File: config.mk
export PLATFORM = sky130hd
export DESIGN_NAME = umc_mode_config
export DESIGN_NICKNAME = d
export VERILOG_FILES = /design/src/common/umc_pkg.sv /design/src/design/umc_mode_config.sv
export SDC_FILE = /design/constraint.sdc
export NUM_CORES = 1
export LEC_CHECK = 0
export ABC_AREA = 1
export ABC_CLOCK_PERIOD_IN_PS = 1520
export BUFFER_PORTS_ARGS = -buffer_cell sky130_fd_sc_hd__buf_2
export CAP_MARGIN = 10
export CORE_MARGIN = 3
export CORE_UTILIZATION = 30
export CTS_CLUSTER_DIAMETER = 30
export DETAILED_ROUTE_END_ITERATION = 10
export HOLD_SLACK_MARGIN = 0.03
export SLEW_MARGIN = 10
export SYNTH_ARGS = -nofsm -noshare
export SYNTH_HDL_FRONTEND = slang
export SYNTH_SLANG_ARGS = --single-unit
File: constraint.sdc
create_clock -name clk_sys -period 1.52 [get_ports clk_sys]
set_clock_uncertainty 0.05 [all_clocks]
set_input_delay 0.304 -clock clk_sys [delete_from_list [all_inputs] [get_ports clk_sys]]
set_output_delay 0.304 -clock clk_sys [all_outputs]
set_load 0.02 [all_outputs]
File: src/common/umc_pkg.sv
// Purpose: shared constants and types for the serial mode configuration block
// Assumes: 32-bit register words, byte addresses on an 8-bit address port
// Notes:   all state of the block except the assertion helpers tickCnt and expLen travels in umcState_t
package umc_pkg;

  // register byte offsets
  localparam logic [7:0] OFS_MODE   = 8'h00;
  localparam logic [7:0] OFS_TXDATA = 8'h04;
  localparam logic [7:0] OFS_RATE   = 8'h08;
  localparam logic [7:0] OFS_STATUS = 8'h0C;

  // mode word field positions
  localparam int BIT_ON     = 15;
  localparam int BIT_RTSMOD = 11;
  localparam int BIT_UNIMP  = 10;
  localparam int BIT_PINHI  = 9;
  localparam int BIT_PINLO  = 8;
  localparam int BIT_WAKE   = 7;
  localparam int BIT_LOOP   = 6;
  localparam int BIT_AUTO_RATE_MEASURE  = 5;
  localparam int BIT_RECEIVE_IDLE_POLARITY  = 4;
  localparam int BIT_FAST   = 3;
  localparam int BIT_FMTHI  = 2;
  localparam int BIT_FMTLO  = 1;
  localparam int BIT_STOP2  = 0;
  localparam logic [31:0] MODE_RESET = 32'h0000_0000;

  // pin enable combinations
  localparam logic [1:0] PIN_TXRX  = 2'h0;
  localparam logic [1:0] PIN_RTS   = 2'h1;
  localparam logic [1:0] PIN_FLOW  = 2'h2;
  localparam logic [1:0] PIN_BCLK  = 2'h3;

  // framing codes and frame lengths in bit times
  localparam logic [1:0] FMT_8N = 2'h0;
  localparam logic [1:0] FMT_8E = 2'h1;
  localparam logic [1:0] FMT_8O = 2'h2;
  localparam logic [1:0] FMT_9N = 2'h3;
  localparam logic [3:0] LEN_8N = 4'hA;
  localparam logic [3:0] LEN_8P = 4'hB;
  localparam logic [3:0] LEN_9N = 4'hB;

  // oversample counter tops: 16x and 4x
  localparam logic [3:0] OVS_STD  = 4'hF;
  localparam logic [3:0] OVS_FAST = 4'h3;

  // sync character 0x55: five falling edges span eight bit times
  localparam logic [2:0] SYNC_LAST_FALL = 3'h3;
  localparam int         SYNC_SHIFT     = 3;
  localparam int         AB_W           = 16;

  typedef enum logic {TX_IDLE, TX_SHIFT} umcTxState_t;
  typedef enum logic [1:0] {AB_IDLE, AB_WAIT, AB_COUNT} umcAbState_t;

  typedef struct packed {
    logic       on;
    logic       rtsSimplex;
    logic [1:0] pinEn;
    logic       wake;
    logic       loop;
    logic       auto_rate_measure;
    logic       receive_idle_polarity;
    logic       fast;
    logic [1:0] frame;
    logic       stop2;
  } umcMode_t;

  typedef struct packed {
    logic [7:0]  addr;
    logic [31:0] wdata;
    logic        wr;
    logic        rd;
  } umcBusReq_t;

  typedef struct packed {
    logic tx;
    logic rx;
    logic cts;
    logic rts;
    logic bclk;
  } umcPinUse_t;

  typedef struct packed {
    umcMode_t        mode;
    logic            rxS1;
    logic            rxS2;
    logic            ctsS1;
    logic            ctsS2;
    logic            rxPrev;
    umcTxState_t     txState;
    logic [11:0]     txShift;
    logic [3:0]      txBits;
    logic [8:0]      txHold;
    logic            txPend;
    logic [3:0]      ovCnt;
    logic            txLine;
    logic            txOut;
    logic            rtsN;
    logic            bclk;
    logic            wakeUp;
    umcPinUse_t      pinUse;
    umcAbState_t     abState;
    logic [2:0]      abFalls;
    logic [AB_W-1:0] abCnt;
    logic [AB_W-1:0] rate;
    logic [31:0]     rdData;
  } umcState_t;

endpackage

File: src/design/umc_mode_config.sv
// Purpose: serial transceiver mode register with the transmit framer,
//          receive line conditioning, wake detect and sync-rate measurement
// Assumes: baudTick is a one-cycle enable from a rate generator on clk_sys
// Notes:   pin usage flags are advisory; real pin routing lives elsewhere
`timescale 1ns/1ps
`default_nettype none

module umc_mode_config (
  input  wire logic                    clk_sys,
  input  wire logic                    rst_n,
  input  wire umc_pkg::umcBusReq_t     busReq,
  output logic [31:0]                  busRdData,
  input  wire logic                    baudTick,
  input  wire logic                    sleepMode,
  input  wire logic                    rxPin,
  input  wire logic                    ctsPinN,
  output logic                         txPin,
  output logic                         rtsPinN,
  output logic                         baudClkPin,
  output logic                         wakeUp,
  output umc_pkg::umcPinUse_t          pinUse
);

  umc_pkg::umcState_t st_r;
  umc_pkg::umcState_t st_nxt;
  umc_pkg::umcMode_t  wrMode;
  logic [3:0]         ovTop;
  logic               bitTick;
  logic               rxSrc;
  logic               rxLevel;
  logic               rxFall;
  logic               txBusy;
  logic               ctsOk;

  // mode word to fields
  function automatic umc_pkg::umcMode_t modeFields(input logic [31:0] w);
    umc_pkg::umcMode_t m;
    m.on         = w[umc_pkg::BIT_ON];
    m.rtsSimplex = w[umc_pkg::BIT_RTSMOD];
    m.pinEn      = w[umc_pkg::BIT_PINHI:umc_pkg::BIT_PINLO];
    m.wake       = w[umc_pkg::BIT_WAKE];
    m.loop       = w[umc_pkg::BIT_LOOP];
    m.auto_rate_measure      = w[umc_pkg::BIT_AUTO_RATE_MEASURE];
    m.receive_idle_polarity      = w[umc_pkg::BIT_RECEIVE_IDLE_POLARITY];
    m.fast       = w[umc_pkg::BIT_FAST];
    m.frame      = w[umc_pkg::BIT_FMTHI:umc_pkg::BIT_FMTLO];
    m.stop2      = w[umc_pkg::BIT_STOP2];
    return m;
  endfunction

  // fields to mode word; the unimplemented bit stays zero
  function automatic logic [31:0] modeWord(input umc_pkg::umcMode_t m);
    logic [31:0] w;
    w = umc_pkg::MODE_RESET;
    w[umc_pkg::BIT_ON]                         = m.on;
    w[umc_pkg::BIT_RTSMOD]                     = m.rtsSimplex;
    w[umc_pkg::BIT_PINHI:umc_pkg::BIT_PINLO]   = m.pinEn;
    w[umc_pkg::BIT_WAKE]                       = m.wake;
    w[umc_pkg::BIT_LOOP]                       = m.loop;
    w[umc_pkg::BIT_AUTO_RATE_MEASURE]                      = m.auto_rate_measure;
    w[umc_pkg::BIT_RECEIVE_IDLE_POLARITY]                      = m.receive_idle_polarity;
    w[umc_pkg::BIT_FAST]                       = m.fast;
    w[umc_pkg::BIT_FMTHI:umc_pkg::BIT_FMTLO]   = m.frame;
    w[umc_pkg::BIT_STOP2]                      = m.stop2;
    return w;
  endfunction

  // frame bits lsb first: start, data, parity, stops, idle fill
  function automatic logic [11:0] buildFrame(input logic [8:0] d, input logic [1:0] fmt);
    logic [11:0] f;
    case (fmt)
      umc_pkg::FMT_9N: f = {2'h3, d, 1'b0};
      umc_pkg::FMT_8O: f = {2'h3, ~^d[7:0], d[7:0], 1'b0};
      umc_pkg::FMT_8E: f = {2'h3, ^d[7:0], d[7:0], 1'b0};
      default:         f = {3'h7, d[7:0], 1'b0};
    endcase
    return f;
  endfunction

  // frame length in bit times including stop bits
  function automatic logic [3:0] frameLen(input umc_pkg::umcMode_t m);
    logic [3:0] n;
    case (m.frame)
      umc_pkg::FMT_9N: n = umc_pkg::LEN_9N;
      umc_pkg::FMT_8N: n = umc_pkg::LEN_8N;
      default:         n = umc_pkg::LEN_8P;
    endcase
    return n + {3'h0, m.stop2};
  endfunction

  // oversample tick, receive line conditioning
  assign ovTop   = st_r.mode.fast ? umc_pkg::OVS_FAST : umc_pkg::OVS_STD;
  assign bitTick = st_r.mode.on && baudTick && (st_r.ovCnt == ovTop);
  assign rxSrc   = st_r.mode.loop ? st_r.txLine : st_r.rxS2;
  assign rxLevel = rxSrc ^ st_r.mode.receive_idle_polarity;
  assign rxFall  = st_r.rxPrev && !rxLevel;
  assign txBusy  = (st_r.txState == umc_pkg::TX_SHIFT);
  assign ctsOk   = (st_r.mode.pinEn != umc_pkg::PIN_FLOW) || !st_r.ctsS2;

  // software's mode write, pin enable held while on
  always_comb
  begin
    wrMode = modeFields(busReq.wdata);
    if (st_r.mode.on)
    begin
      wrMode.pinEn = st_r.mode.pinEn;
    end
  end

  // next state of the whole block
  always_comb
  begin
    st_nxt = st_r;
    st_nxt.rxS1   = rxPin;
    st_nxt.rxS2   = st_r.rxS1;
    st_nxt.ctsS1  = ctsPinN;
    st_nxt.ctsS2  = st_r.ctsS1;
    st_nxt.rxPrev = rxLevel;
    st_nxt.wakeUp = sleepMode && st_r.mode.wake && rxFall;
    // pin usage flags for the external routing logic
    st_nxt.pinUse.tx   = 1'b1;
    st_nxt.pinUse.rx   = 1'b1;
    st_nxt.pinUse.cts  = (st_r.mode.pinEn == umc_pkg::PIN_FLOW);
    st_nxt.pinUse.rts  = (st_r.mode.pinEn == umc_pkg::PIN_FLOW) ||
                         (st_r.mode.pinEn == umc_pkg::PIN_RTS);
    st_nxt.pinUse.bclk = (st_r.mode.pinEn == umc_pkg::PIN_BCLK);
    // oversample divider and baud clock output
    if (!st_r.mode.on)
    begin
      st_nxt.ovCnt = 4'h0;
    end
    else if (baudTick)
    begin
      st_nxt.ovCnt = bitTick ? 4'h0 : st_r.ovCnt + 4'h1;
    end
    if (!st_r.pinUse.bclk || !st_r.mode.on)
    begin
      st_nxt.bclk = 1'b0;
    end
    else if (baudTick)
    begin
      st_nxt.bclk = !st_r.bclk;
    end
    // transmit framer
    case (st_r.txState)
      umc_pkg::TX_IDLE:
      begin
        if (st_r.txPend && ctsOk)
        begin
          st_nxt.txShift = buildFrame(st_r.txHold, st_r.mode.frame);
          st_nxt.txBits  = frameLen(st_r.mode);
          st_nxt.txPend  = 1'b0;
          st_nxt.txState = umc_pkg::TX_SHIFT;
        end
      end
      umc_pkg::TX_SHIFT:
      begin
        if (bitTick)
        begin
          if (st_r.txBits == 4'h0)
          begin
            st_nxt.txState = umc_pkg::TX_IDLE;
          end
          else
          begin
            st_nxt.txLine  = st_r.txShift[0];
            st_nxt.txShift = {1'b1, st_r.txShift[11:1]};
            st_nxt.txBits  = st_r.txBits - 4'h1;
          end
        end
      end
      default:
      begin
        st_nxt.txState = umc_pkg::TX_IDLE;
      end
    endcase
    if (!st_r.mode.on)
    begin
      st_nxt.txState = umc_pkg::TX_IDLE;
      st_nxt.txLine  = 1'b1;
      st_nxt.txPend  = 1'b0;
    end
    // pin stays idle while looped back internally
    st_nxt.txOut = st_r.mode.loop ? 1'b1 : st_r.txLine;
    // request-to-send: simplex asserts while sending, flow control while on
    if (!st_r.pinUse.rts)
    begin
      st_nxt.rtsN = 1'b1;
    end
    else if (st_r.mode.rtsSimplex)
    begin
      st_nxt.rtsN = !txBusy;
    end
    else
    begin
      st_nxt.rtsN = !st_r.mode.on;
    end
    // sync character rate measurement
    case (st_r.abState)
      umc_pkg::AB_IDLE:
      begin
        if (st_r.mode.on && st_r.mode.auto_rate_measure)
        begin
          st_nxt.abState = umc_pkg::AB_WAIT;
        end
      end
      umc_pkg::AB_WAIT:
      begin
        if (!st_r.mode.auto_rate_measure || !st_r.mode.on)
        begin
          st_nxt.abState = umc_pkg::AB_IDLE;
        end
        else if (rxFall)
        begin
          st_nxt.abCnt   = '0;
          st_nxt.abFalls = 3'h0;
          st_nxt.abState = umc_pkg::AB_COUNT;
        end
      end
      umc_pkg::AB_COUNT:
      begin
        st_nxt.abCnt = st_r.abCnt + 1'b1;
        if (!st_r.mode.auto_rate_measure || !st_r.mode.on)
        begin
          st_nxt.abState = umc_pkg::AB_IDLE;
        end
        else if (rxFall)
        begin
          if (st_r.abFalls == umc_pkg::SYNC_LAST_FALL)
          begin
            st_nxt.rate       = (st_r.abCnt + 1'b1) >> umc_pkg::SYNC_SHIFT;
            st_nxt.mode.auto_rate_measure = 1'b0;
            st_nxt.abState    = umc_pkg::AB_IDLE;
          end
          else
          begin
            st_nxt.abFalls = st_r.abFalls + 3'h1;
          end
        end
      end
      default:
      begin
        st_nxt.abState = umc_pkg::AB_IDLE;
      end
    endcase
    // register writes; a software write lands after the hardware clear
    if (busReq.wr)
    begin
      case (busReq.addr)
        umc_pkg::OFS_MODE:
        begin
          st_nxt.mode = wrMode;
        end
        umc_pkg::OFS_TXDATA:
        begin
          if (!st_r.txPend && st_r.mode.on)
          begin
            st_nxt.txHold = busReq.wdata[8:0];
            st_nxt.txPend = 1'b1;
          end
        end
        default:
        begin
        end
      endcase
    end
    // register reads, answered in the next cycle only
    st_nxt.rdData = '0;
    if (busReq.rd)
    begin
      case (busReq.addr)
        umc_pkg::OFS_MODE:   st_nxt.rdData = modeWord(st_r.mode);
        umc_pkg::OFS_TXDATA: st_nxt.rdData[8:0] = st_r.txHold;
        umc_pkg::OFS_RATE:   st_nxt.rdData[umc_pkg::AB_W-1:0] = st_r.rate;
        umc_pkg::OFS_STATUS: st_nxt.rdData[3:0] = {rxLevel, st_r.abState != umc_pkg::AB_IDLE,
                                                   txBusy, st_r.txPend};
        default:             st_nxt.rdData = '0;
      endcase
    end
  end

  // state register; lines rest at their idle level
  always_ff @(posedge clk_sys or negedge rst_n)
  begin
    if (!rst_n)
    begin
      st_r        <= '0;
      st_r.rxS1   <= 1'b1;
      st_r.rxS2   <= 1'b1;
      st_r.ctsS1  <= 1'b1;
      st_r.ctsS2  <= 1'b1;
      st_r.rxPrev <= 1'b1;
      st_r.txLine <= 1'b1;
      st_r.txOut  <= 1'b1;
      st_r.rtsN   <= 1'b1;
    end
    else
    begin
      st_r <= st_nxt;
    end
  end

  // outputs straight from the state register
  assign busRdData  = st_r.rdData;
  assign txPin      = st_r.txOut;
  assign rtsPinN    = st_r.rtsN;
  assign baudClkPin = st_r.bclk;
  assign wakeUp     = st_r.wakeUp;
  assign pinUse     = st_r.pinUse;

  // helper: bit ticks spent on the current frame and its expected length
  logic [3:0] tickCnt;
  logic [3:0] expLen;
  always_ff @(posedge clk_sys or negedge rst_n)
  begin
    if (!rst_n)
    begin
      tickCnt <= 4'h0;
      expLen  <= 4'h0;
    end
    else if (!txBusy && st_nxt.txState == umc_pkg::TX_SHIFT)
    begin
      tickCnt <= 4'h0;
      expLen  <= umc_pkg::LEN_8N + {3'h0, st_r.mode.frame != umc_pkg::FMT_8N} + {3'h0, st_r.mode.stop2};
    end
    else if (bitTick && txBusy)
    begin
      tickCnt <= tickCnt + 4'h1;
    end
  end

  a_frame_length:
    assert property (@(posedge clk_sys) disable iff (!rst_n)
      txBusy && bitTick && st_r.txBits == 4'h0 |-> tickCnt == expLen)
    else $error("frame length does not match framing and stop setting");

  a_mode_bit_ten:
    assert property (@(posedge clk_sys) disable iff (!rst_n)
      busReq.rd && busReq.addr == umc_pkg::OFS_MODE |=> !busRdData[umc_pkg::BIT_UNIMP])
    else $error("unimplemented mode bit read back as one");

  a_pin_lock_on:
    assert property (@(posedge clk_sys) disable iff (!rst_n)
      st_r.mode.on |=> st_r.mode.pinEn == $past(st_r.mode.pinEn))
    else $error("pin enable changed while module on");

  a_auto_rate_measure_self_clear:
    assert property (@(posedge clk_sys) disable iff (!rst_n)
      st_r.abState == umc_pkg::AB_COUNT && st_r.mode.auto_rate_measure && st_r.mode.on && rxFall &&
      st_r.abFalls == umc_pkg::SYNC_LAST_FALL && !busReq.wr
      |=> !st_r.mode.auto_rate_measure && st_r.abState == umc_pkg::AB_IDLE)
    else $error("auto-baud bit not cleared at end of sync");

  a_wake_cause:
    assert property (@(posedge clk_sys) disable iff (!rst_n)
      wakeUp |-> $past(sleepMode && st_r.mode.wake && rxFall))
    else $error("wake-up without enabled start edge in sleep");

  a_loop_route:
    assert property (@(posedge clk_sys) disable iff (!rst_n)
      $past(st_r.mode.loop) && st_r.mode.loop
      |-> st_r.rxPrev == ($past(st_r.txLine) ^ $past(st_r.mode.receive_idle_polarity)) && txPin)
    else $error("loopback does not route transmitter to receiver");

  a_rx_polarity:
    assert property (@(posedge clk_sys) disable iff (!rst_n)
      !$past(st_r.mode.loop) |-> st_r.rxPrev == ($past(st_r.rxS2) ^ $past(st_r.mode.receive_idle_polarity)))
    else $error("receive level ignores polarity select");

  a_oversample_top:
    assert property (@(posedge clk_sys) disable iff (!rst_n)
      st_r.mode.on && baudTick && !st_r.mode.fast
      |=> st_r.ovCnt == (($past(st_r.ovCnt) == umc_pkg::OVS_STD) ? 4'h0 : $past(st_r.ovCnt) + 4'h1))
    else $error("standard mode does not step through sixteen phases");

  a_fast_top:
    assert property (@(posedge clk_sys) disable iff (!rst_n)
      st_r.mode.on && baudTick && st_r.mode.fast && st_r.ovCnt == umc_pkg::OVS_FAST
      |=> st_r.ovCnt == 4'h0)
    else $error("fast mode did not wrap after four phases");

  a_cts_holds_off:
    assert property (@(posedge clk_sys) disable iff (!rst_n)
      !txBusy && st_r.mode.pinEn == umc_pkg::PIN_FLOW && st_r.ctsS2 |=> !txBusy)
    else $error("frame started while clear-to-send deasserted");

  a_rts_simplex:
    assert property (@(posedge clk_sys) disable iff (!rst_n)
      st_r.pinUse.rts && st_r.mode.rtsSimplex |=> rtsPinN == !$past(txBusy))
    else $error("simplex request-to-send not following transmitter");

  a_pin_use_map:
    assert property (@(posedge clk_sys) disable iff (!rst_n)
      $past(st_r.mode.pinEn) == umc_pkg::PIN_TXRX |-> !pinUse.cts && !pinUse.rts && !pinUse.bclk)
    else $error("handshake pins claimed with tx/rx-only code");

endmodule
`default_nettype wire
==> flow_summary.rst, run 1 <==
.. list-table::
   :header-rows: 1

   * - Metric
     - Value
   * - Final weighted congestion of routability-driven global placement
     - 0.825
   * - Overflow after GRT
     - 0
   * - Number of flip-flops and latches in the synthesized netlist
     - 105
   * - Relative contribution of sequential cells to total power
     - 46.3%
   * - Startpoint type of the worst setup path
     - flip-flop
   * - Clock insertion delay at the later pin of the skew report
     - 360 ps
   * - CTS sink count
     - 105
   * - Vias in the first global route
     - 4038
   * - GR Util All Layers
     - 13.2%
   * - Largest area contributor in the synthesized netlist
     - dfrtp_1
   * - Hold path cells
     - 3
   * - Number of failing hold endpoints at the final stage
     - 0
   * - Number of buffers added on ports
     - 50
   * - Type of the most critical hold path
     - input pin to flip-flop
   * - Synth async-reset ratio
     - 100%
   * - Power Density
     - 1000 nW/um2
   * - Final number of max-transition violations
     - 0
   * - Routed wirelength normalized by instance count
     - 13.2 um
   * - Maximum number of pins on one net before global-route repair
     - 69
   * - Worst min-delay path startpoint
     - sleepMode
   * - Part of the power in combinational logic
     - 20.7%
   * - Number of diodes
     - 0
   * - Internal Dissipation
     - 4.83 mW
   * - Average via count per standard cell
     - 4.41
   * - Leakage power of the design
     - 3.46 nW
   * - Highest clock rate
     - 638 MHz
   * - Top-level I/O count
     - 89
   * - Fraction of final layout cells with drive strength greater than 1
     - 35.2%
   * - Beginning of the worst register-to-register path
     - st_r[121]$_DFFE_PN0P_
   * - Portion of the post-synthesis area used by sequential elements
     - 49.5%
   * - Antenna-violating nets left
     - 0
   * - Number of search-and-repair iterations in the first detailed-routing pass
     - 4
   * - Yosys warns
     - 0
   * - Summed instance area of the synthesized netlist
     - 5330 um2
   * - Hold-critical path endpoint
     - wakeUp$_DFF_PN0_
   * - H-tree depth reported by CTS
     - 3
   * - Area of the core
     - 17400 um2
   * - Crit path capture type
     - flip-flop
   * - 1st-iter DRT viols
     - 191
   * - Die span in y
     - 139 um
   * - Synth Instances
     - 626
   * - Initial antenna violation count
     - 0
   * - Leading register cell type out of synthesis
     - dfrtp_1
   * - Required arrival time at the worst endpoint
     - 1710 ps
   * - Final Cycle Share
     - 103%
   * - Count of cell types in the netlist
     - 38
   * - Switch share
     - 30.2%
   * - Area Overhead vs Synth
     - 29.3%
   * - Maximum buffer depth of the clock tree
     - 2
   * - Unrepaired setup endpoints after global routing
     - true
   * - Number of violations of the max-capacitance limit
     - 0
   * - Switching power of the nets
     - 2.09 mW
   * - Clock period minus final worst setup slack
     - 1570 ps
   * - Cts bufs inserted
     - 9
   * - Slack of the worst reg-to-reg path
     - -50 ps
   * - Filler Cell Count
     - 1721
   * - Biggest area contributors in the synthesized netlist
     - dfrtp_1, nand2_1, buf_4, inv_1, dfstp_2
   * - Detailed-route DRC error count
     - 0
   * - Post-place instance area
     - 6120 um2
   * - Clock-pin slew of the registers on the worst-case setup and hold paths
     - 70 ps
   * - Horiz. Die Dim
     - 139 um
   * - Worst path arrival time
     - 1760 ps
   * - Part of the total power dissipated in the clock network
     - 33.1%
   * - Failing checks
     - negative setup slack
   * - Post-synthesis area per instance
     - 8.51 um2
   * - Outcome
     - finished with violations
   * - Final std cell area, no fill
     - 6890 um2
   * - Top-count cell post-synth
     - nand2_1
   * - Reg-to-reg endpoint
     - st_r[53]$_DFFE_PN0P_
   * - Share of the synthesized area in the top cell type
     - 45.6%
   * - Net count of the finished layout
     - 796
   * - EDFF count, synth
     - 0
   * - CP max FO
     - 5
   * - Root buffer selected by CTS
     - clkbuf_16
   * - Total wire length after detailed routing
     - 12800 um
   * - Vias
     - 4282
   * - Synth cell count leaders
     - nand2_1, dfrtp_1, inv_1
   * - Setup-violating endpoint count in the final report
     - 20
   * - Placed cells
     - 935
   * - Non-Filler Instances
     - 970
   * - VDD IR max
     - 557 uV
   * - Worst Path Class, Setup
     - flip-flop to flip-flop
   * - TritonCTS clock tree
     - done
   * - Final HPWL DP
     - 9200 um
   * - Wire length of the first global-routing pass
     - 20300 um
   * - Reg2reg path depth
     - 11
   * - Floorplan row count
     - 48
   * - Die area
     - 19400 um2
   * - Initial core utilization
     - 30.7%
   * - Post-route setup slack
     - -48.4 ps
stage by stage:
stage / TNS (ps) / hold slack, ps / worst slack [ps] / power (mW) / utilization (%)
floorplan: 0 / -41.6 / 21.3 / 4.00 / -
global placement: -4290 / 251 / -169 / 4.44 / 35.2
detailed placement: -5260 / 250 / -177 / 4.46 / 35.2
CTS: -37.5 / 101 / -18.3 / 6.93 / 38.1
global route: -3280 / 108 / -127 / 7.27 / 39.7
finish: -395 / 122 / -48.4 / 6.92 / 39.7
sequential cells by signal (all words and copies together), names as in the netlist:
name and cells:
st_nxt 2, busRdData 14, rtsPinN 1, wakeUp 1, baudClkPin 1, txBusy 1, st_r 80, txPin 1
pinUse 4
power groups by stage:
stage | combinational [mW] | sequential [mW] | clock, mW
after detailed placement | 1.21 | 3.25 | 0
after CTS | 1.37 | 3.21 | 2.35
after global placement | 1.19 | 3.25 | 0
after global routing | 1.59 | 3.24 | 2.44
final | 1.43 | 3.20 | 2.29
after floorplan | 0.744 | 3.25 | 0
layout by cell type, fill, tap and decap left out, types with 4 or more instances in the layout:
cell type,instances
nand2_1,174
dfrtp_1,96
inv_1,67
buf_4,66
buf_2,49
nor2_1,24
nand2_2,20
nand3_1,20
o21ai_2,19
conb_1,19
o21ai_0,17
o21ai_1,16
inv_2,11
xor2_1,10
a21oi_1,9
clkbuf_16,9
o211ai_1,8
nand3_2,8
buf_6,8
dfstp_2,8
nor2_2,7
o211ai_2,7
nor2_4,6
buf_12,6
xnor2_1,4
ha_1,4
cell families after synthesis:
family                     Yosys count  synth area share, %
AOI/OAI and AO/OA                   89                 11.0
adders and majority gates            8                 1.88
other                                2                0.141
and+or+nand+nor                    276                 22.4
xor gates and xnor gates            16                 2.63
DFF                                105                 49.5
buffers and inverters              130                 12.5
final cells by class:
cell class | count | area (um2) | share of cell area [%]
inverter | 83 | 332 | 4.81
sequential | 105 | 2640 | 38.3
clock buffer | 9 | 225 | 3.27
multi-input combinational | 409 | 2370 | 34.4
tap | 225 | 282 | 4.09
clock inverter | 7 | 63.8 | 0.926
timing repair buffer | 132 | 981 | 14.2
worst max path at each step:
stage,slack [ps],endpoint,startpoint
after detailed placement,-180,busRdData[4]$_DFF_PN0_,busReq[41]
after global placement,-170,busRdData[4]$_DFF_PN0_,busReq[41]
after CTS,-20,st_r[97]$_DFFE_PN0P_,st_r[124]$_DFFE_PN0P_
final,-50,st_r[53]$_DFFE_PN0P_,st_r[121]$_DFFE_PN0P_
after global routing,-130,st_r[106]$_DFFE_PN0P_,st_r[124]$_DFFE_PN0P_
after floorplan,20,st_r[102]$_DFFE_PN0P_,st_r[123]$_DFFE_PN0P_
per-layer routing:
layer / vias up / global-route usage (%) / part of all wire, %
li1: 2160 / - / -
met1: 2041 / 17.9 / 48
met2: 70 / 20.6 / 47
met3: 11 / 3.54 / 4.5
met4: 0 / 4.17 / 1.2
met5: - / 0 / 0
timing repair:
item | CTS | global route
buffers inserted | 3 | 11
hold buffers | 3 | 0
cloned | 2 | 0
gates resized for setup | 41 | 56
hold endpoints to repair | 99 | 0
endpoints found under the setup margin | 48 | 48
pin swaps | 8 | 15
critical path, cell delays in order, from the launching register on:
cell	delay, ps
dfrtp_1	400
inv_2	60
nand2_2	80
nand2_1	60
nand2_1	100
nand3_2	100
buf_6	140
inv_6	60
nand3_4	90
nand2_8	110
buf_6	140
o22ai_2	60
Power figures use the tool's default switching activity.
==> run 2, diff against run 1 <==
--- a/config.mk
+++ b/config.mk
@@ -5,7 +5,6 @@
 export SDC_FILE = /design/constraint.sdc
 export NUM_CORES = 1
 export LEC_CHECK = 0
-export ABC_AREA = 1
 export ABC_CLOCK_PERIOD_IN_PS = 1520
 export BUFFER_PORTS_ARGS = -buffer_cell sky130_fd_sc_hd__buf_2
 export CAP_MARGIN = 10
==> run 2 against run 1 <==
  * The flow still finishes with violations (negative setup slack)
  * Routed wire length rose by 1.0%
  * Global-route usage increased by 0.47 points
  * Combinational power fell by 72%
  * Worst setup slack worse by 280 ps
  * Hold slack better by 25 ps
==> flow_summary.rst, run 2 <==
.. list-table::
   :header-rows: 1

   * - Metric
     - Value
   * - Outcome
     - finished with violations
   * - Failing checks
     - negative setup slack
   * - Horiz. Die Dim
     - 137 um
   * - Summed instance area of the synthesized netlist
     - 5130 um2
   * - Power Density
     - 813 nW/um2
   * - Worst min-delay path startpoint
     - busReq[17]
   * - Setup Slack @ Placement
     - -353 ps
   * - Share of the synthesized area in the top cell type
     - 47.3%
   * - Final weighted congestion of routability-driven global placement
     - 0.864
   * - Area Overhead vs Synth
     - 39.1%
   * - Max FFs per register
     - 80
   * - Top-level I/O count
     - 89
   * - Largest area contributor in the synthesized netlist
     - dfrtp_1
   * - Highest-count cells in the layout ignoring fill and taps
     - dfrtp_1, buf_4, buf_2
   * - Cts bufs inserted
     - 9
   * - Final Cycle Share
     - 121%
   * - Overflow after GRT
     - 0
   * - Number of flip-flops and latches in the synthesized netlist
     - 105
   * - Net count of the finished layout
     - 682
   * - Required arrival time at the worst endpoint
     - 1700 ps
   * - CP max FO
     - 5
   * - Top-count cell post-synth
     - dfrtp_1
   * - Crit path capture type
     - flip-flop
   * - Initial antenna violation count
     - 0
   * - Vias
     - 4002
   * - Slack of the worst reg-to-reg path
     - -330 ps
   * - Vias in the first global route
     - 3943
   * - Number of search-and-repair iterations in the first detailed-routing pass
     - 4
   * - GR Util All Layers
     - 13.6%
   * - TritonCTS clock tree
     - done
   * - Number of failing hold endpoints at the final stage
     - 0
   * - Root buffer selected by CTS
     - clkbuf_16
   * - Synth cell count leaders
     - dfrtp_1, nand2_1, nor2_1
   * - Post-place instance area
     - 6160 um2
   * - Leakage power of the design
     - 3.34 nW
   * - Area of the core
     - 16600 um2
   * - Final HPWL DP
     - 8980 um
   * - Yosys warns
     - 0
   * - Placed cells
     - 811
   * - Beginning of the worst register-to-register path
     - st_r[81]$_DFFE_PN0P_
   * - Final std cell area, no fill
     - 7130 um2
   * - CTS sink count
     - 105
   * - Initial core utilization
     - 30.8%
   * - Worst path arrival time
     - 2030 ps
   * - Number of diodes
     - 0
   * - Register containing the most flip-flops in the final layout
     - st_r
   * - Non-Filler Instances
     - 851
   * - Startpoint type of the worst setup path
     - flip-flop
   * - Routed wirelength normalized by instance count
     - 15.2 um
   * - Post-route setup slack
     - -325 ps
   * - Portion of the post-synthesis area used by sequential elements
     - 51.4%
   * - Type of the most critical hold path
     - input pin to flip-flop
   * - Hold path cells
     - 2
   * - Die span in y
     - 137 um
   * - Leading register cell type out of synthesis
     - dfrtp_1
   * - Filler Cell Count
     - 1543
   * - Synth async-reset ratio
     - 100%
   * - Maximum number of pins on one net before global-route repair
     - 57
   * - Setup-violating endpoint count in the final report
     - 57
   * - Number of violations of the max-capacitance limit
     - 0
   * - Fraction of final layout cells with drive strength greater than 1
     - 43.7%
   * - VDD IR max
     - 572 uV
   * - Worst hold slack
     - 147 ps
   * - Tot Pwr
     - 5.80 mW
   * - Biggest area contributors in the synthesized netlist
     - dfrtp_1, buf_4, mux2_2, nand2_1, dfstp_2
   * - Clock-pin slew of the registers on the worst-case setup and hold paths
     - 70 ps
   * - Reg2reg path depth
     - 5
   * - Die area
     - 18700 um2
   * - Post-synthesis area per instance
     - 10.3 um2
   * - Total wire length after detailed routing
     - 12900 um
   * - Worst Path Class, Setup
     - flip-flop to flip-flop
   * - Synth Instances
     - 498
   * - Antenna-violating nets left
     - 0
   * - EDFF count, synth
     - 0
   * - Utilization after layout
     - 42.9%
   * - Average via count per standard cell
     - 4.70
   * - Unrepaired setup endpoints after global routing
     - true
   * - Hold-critical path endpoint
     - st_r[126]$_DFFE_PN0P_
   * - Final number of max-transition violations
     - 0
   * - Reg-to-reg endpoint
     - st_r[93]$_DFFE_PN0P_
   * - Highest clock rate
     - 542 MHz
   * - Number of buffers added on ports
     - 50
   * - Most frequent standard cell in the layout excluding fill and tap cells
     - dfrtp_1
   * - Wire length of the first global-routing pass
     - 20000 um
   * - Sum Neg Setup Slack
     - -10520 ps
   * - Detailed-route DRC error count
     - 0
   * - Clock period minus final worst setup slack
     - 1850 ps
   * - Count of cell types in the netlist
     - 56
   * - Maximum buffer depth of the clock tree
     - 2
   * - H-tree depth reported by CTS
     - 3
   * - 1st-iter DRT viols
     - 192
   * - Clock insertion delay at the later pin of the skew report
     - 350 ps
   * - Floorplan row count
     - 47
run 2: changes by cell type in the layout (fill, tap and decap cells not counted), sizes merged, moves of 8 or more:
cell	delta
a21oi	+8
a22oi	+8
and3	+10
buf	+22
inv	-70
mux2	+20
mux2i	+11
nand2	-139
nand3	-14
nor2b	+8
o211ai	-15
o21ai	-20
xnor2	+11
run 2: repair_timing:
item                                   in CTS  in global routing
cloned                                      1                  4
hold buffers                                3                  0
pin swaps                                  17                 18
setup buffers                               7                 11
endpoints found under the hold margin      99                  0
gates resized for setup                    37                 66
setup endpoints to repair                  55                 68
run 2: cells by family after synthesis:
group	synth area share, %
buffers and inverters	8.12
multiplexers	7.86
AND/OR/NAND/NOR	16.0
adder cells (fa/ha/maj)	1.95
flip-flops	51.4
XOR/XNOR	3.93
other	0.146
AO/OA/AOI/OAI	10.6
run 2: where the power goes:
group	leakage, nW	internal, mW	switching [mW]
combinational	1.78	0.168	0.227
clock	0.155	1.53	1.02
sequential	1.41	2.83	0.0192
total	3.34	4.53	1.27
run 2: area by class of cell:
type                            count  area [um2]  area share (%)
Sequential cell                   105        2640            37.0
Multi-Input combinational cell    338        2550            35.8
Timing Repair Buffer              158        1280            18.0
Tap cell                          220         275            3.86
Clock buffer                       12         256            3.60
Clock inverter                      4        75.1            1.05
Inverter                           14        52.6           0.737
run 2: metal layers:
metal / vias to the layer above / global-route usage [%] / routed length (um)
li1: 1922 / - / -
met2: 85 / 22.2 / 6300
met3: 14 / 3.79 / 722
met1: 1981 / 17.9 / 5710
met5: - / 0 / 0
met4: 0 / 3.47 / 164
run 2: how the worst max path moves through the flow:
stage                         startpoint                     to  slack, ps  cells past startpoint
finish              st_r[81]$_DFFE_PN0P_   st_r[93]$_DFFE_PN0P_       -330                      5
global route        st_r[81]$_DFFE_PN0P_   st_r[93]$_DFFE_PN0P_       -400                      5
CTS                 st_r[81]$_DFFE_PN0P_  st_r[106]$_DFFE_PN0P_       -340                      6
detailed placement            busReq[35]  st_r[118]$_DFFE_PN0P_       -350                      6
global placement              busReq[35]  st_r[118]$_DFFE_PN0P_       -340                      6
floorplan           st_r[82]$_DFFE_PN0P_  st_r[106]$_DFFE_PN0P_       -360                      5
run 2: critical path, stage by stage, from the launching register on:
cell       delay [ps]
dfrtp_1           380
or3b_4            420
a2111oi_4         330
buf_6             190
nor2_2             70
a221o_1           290
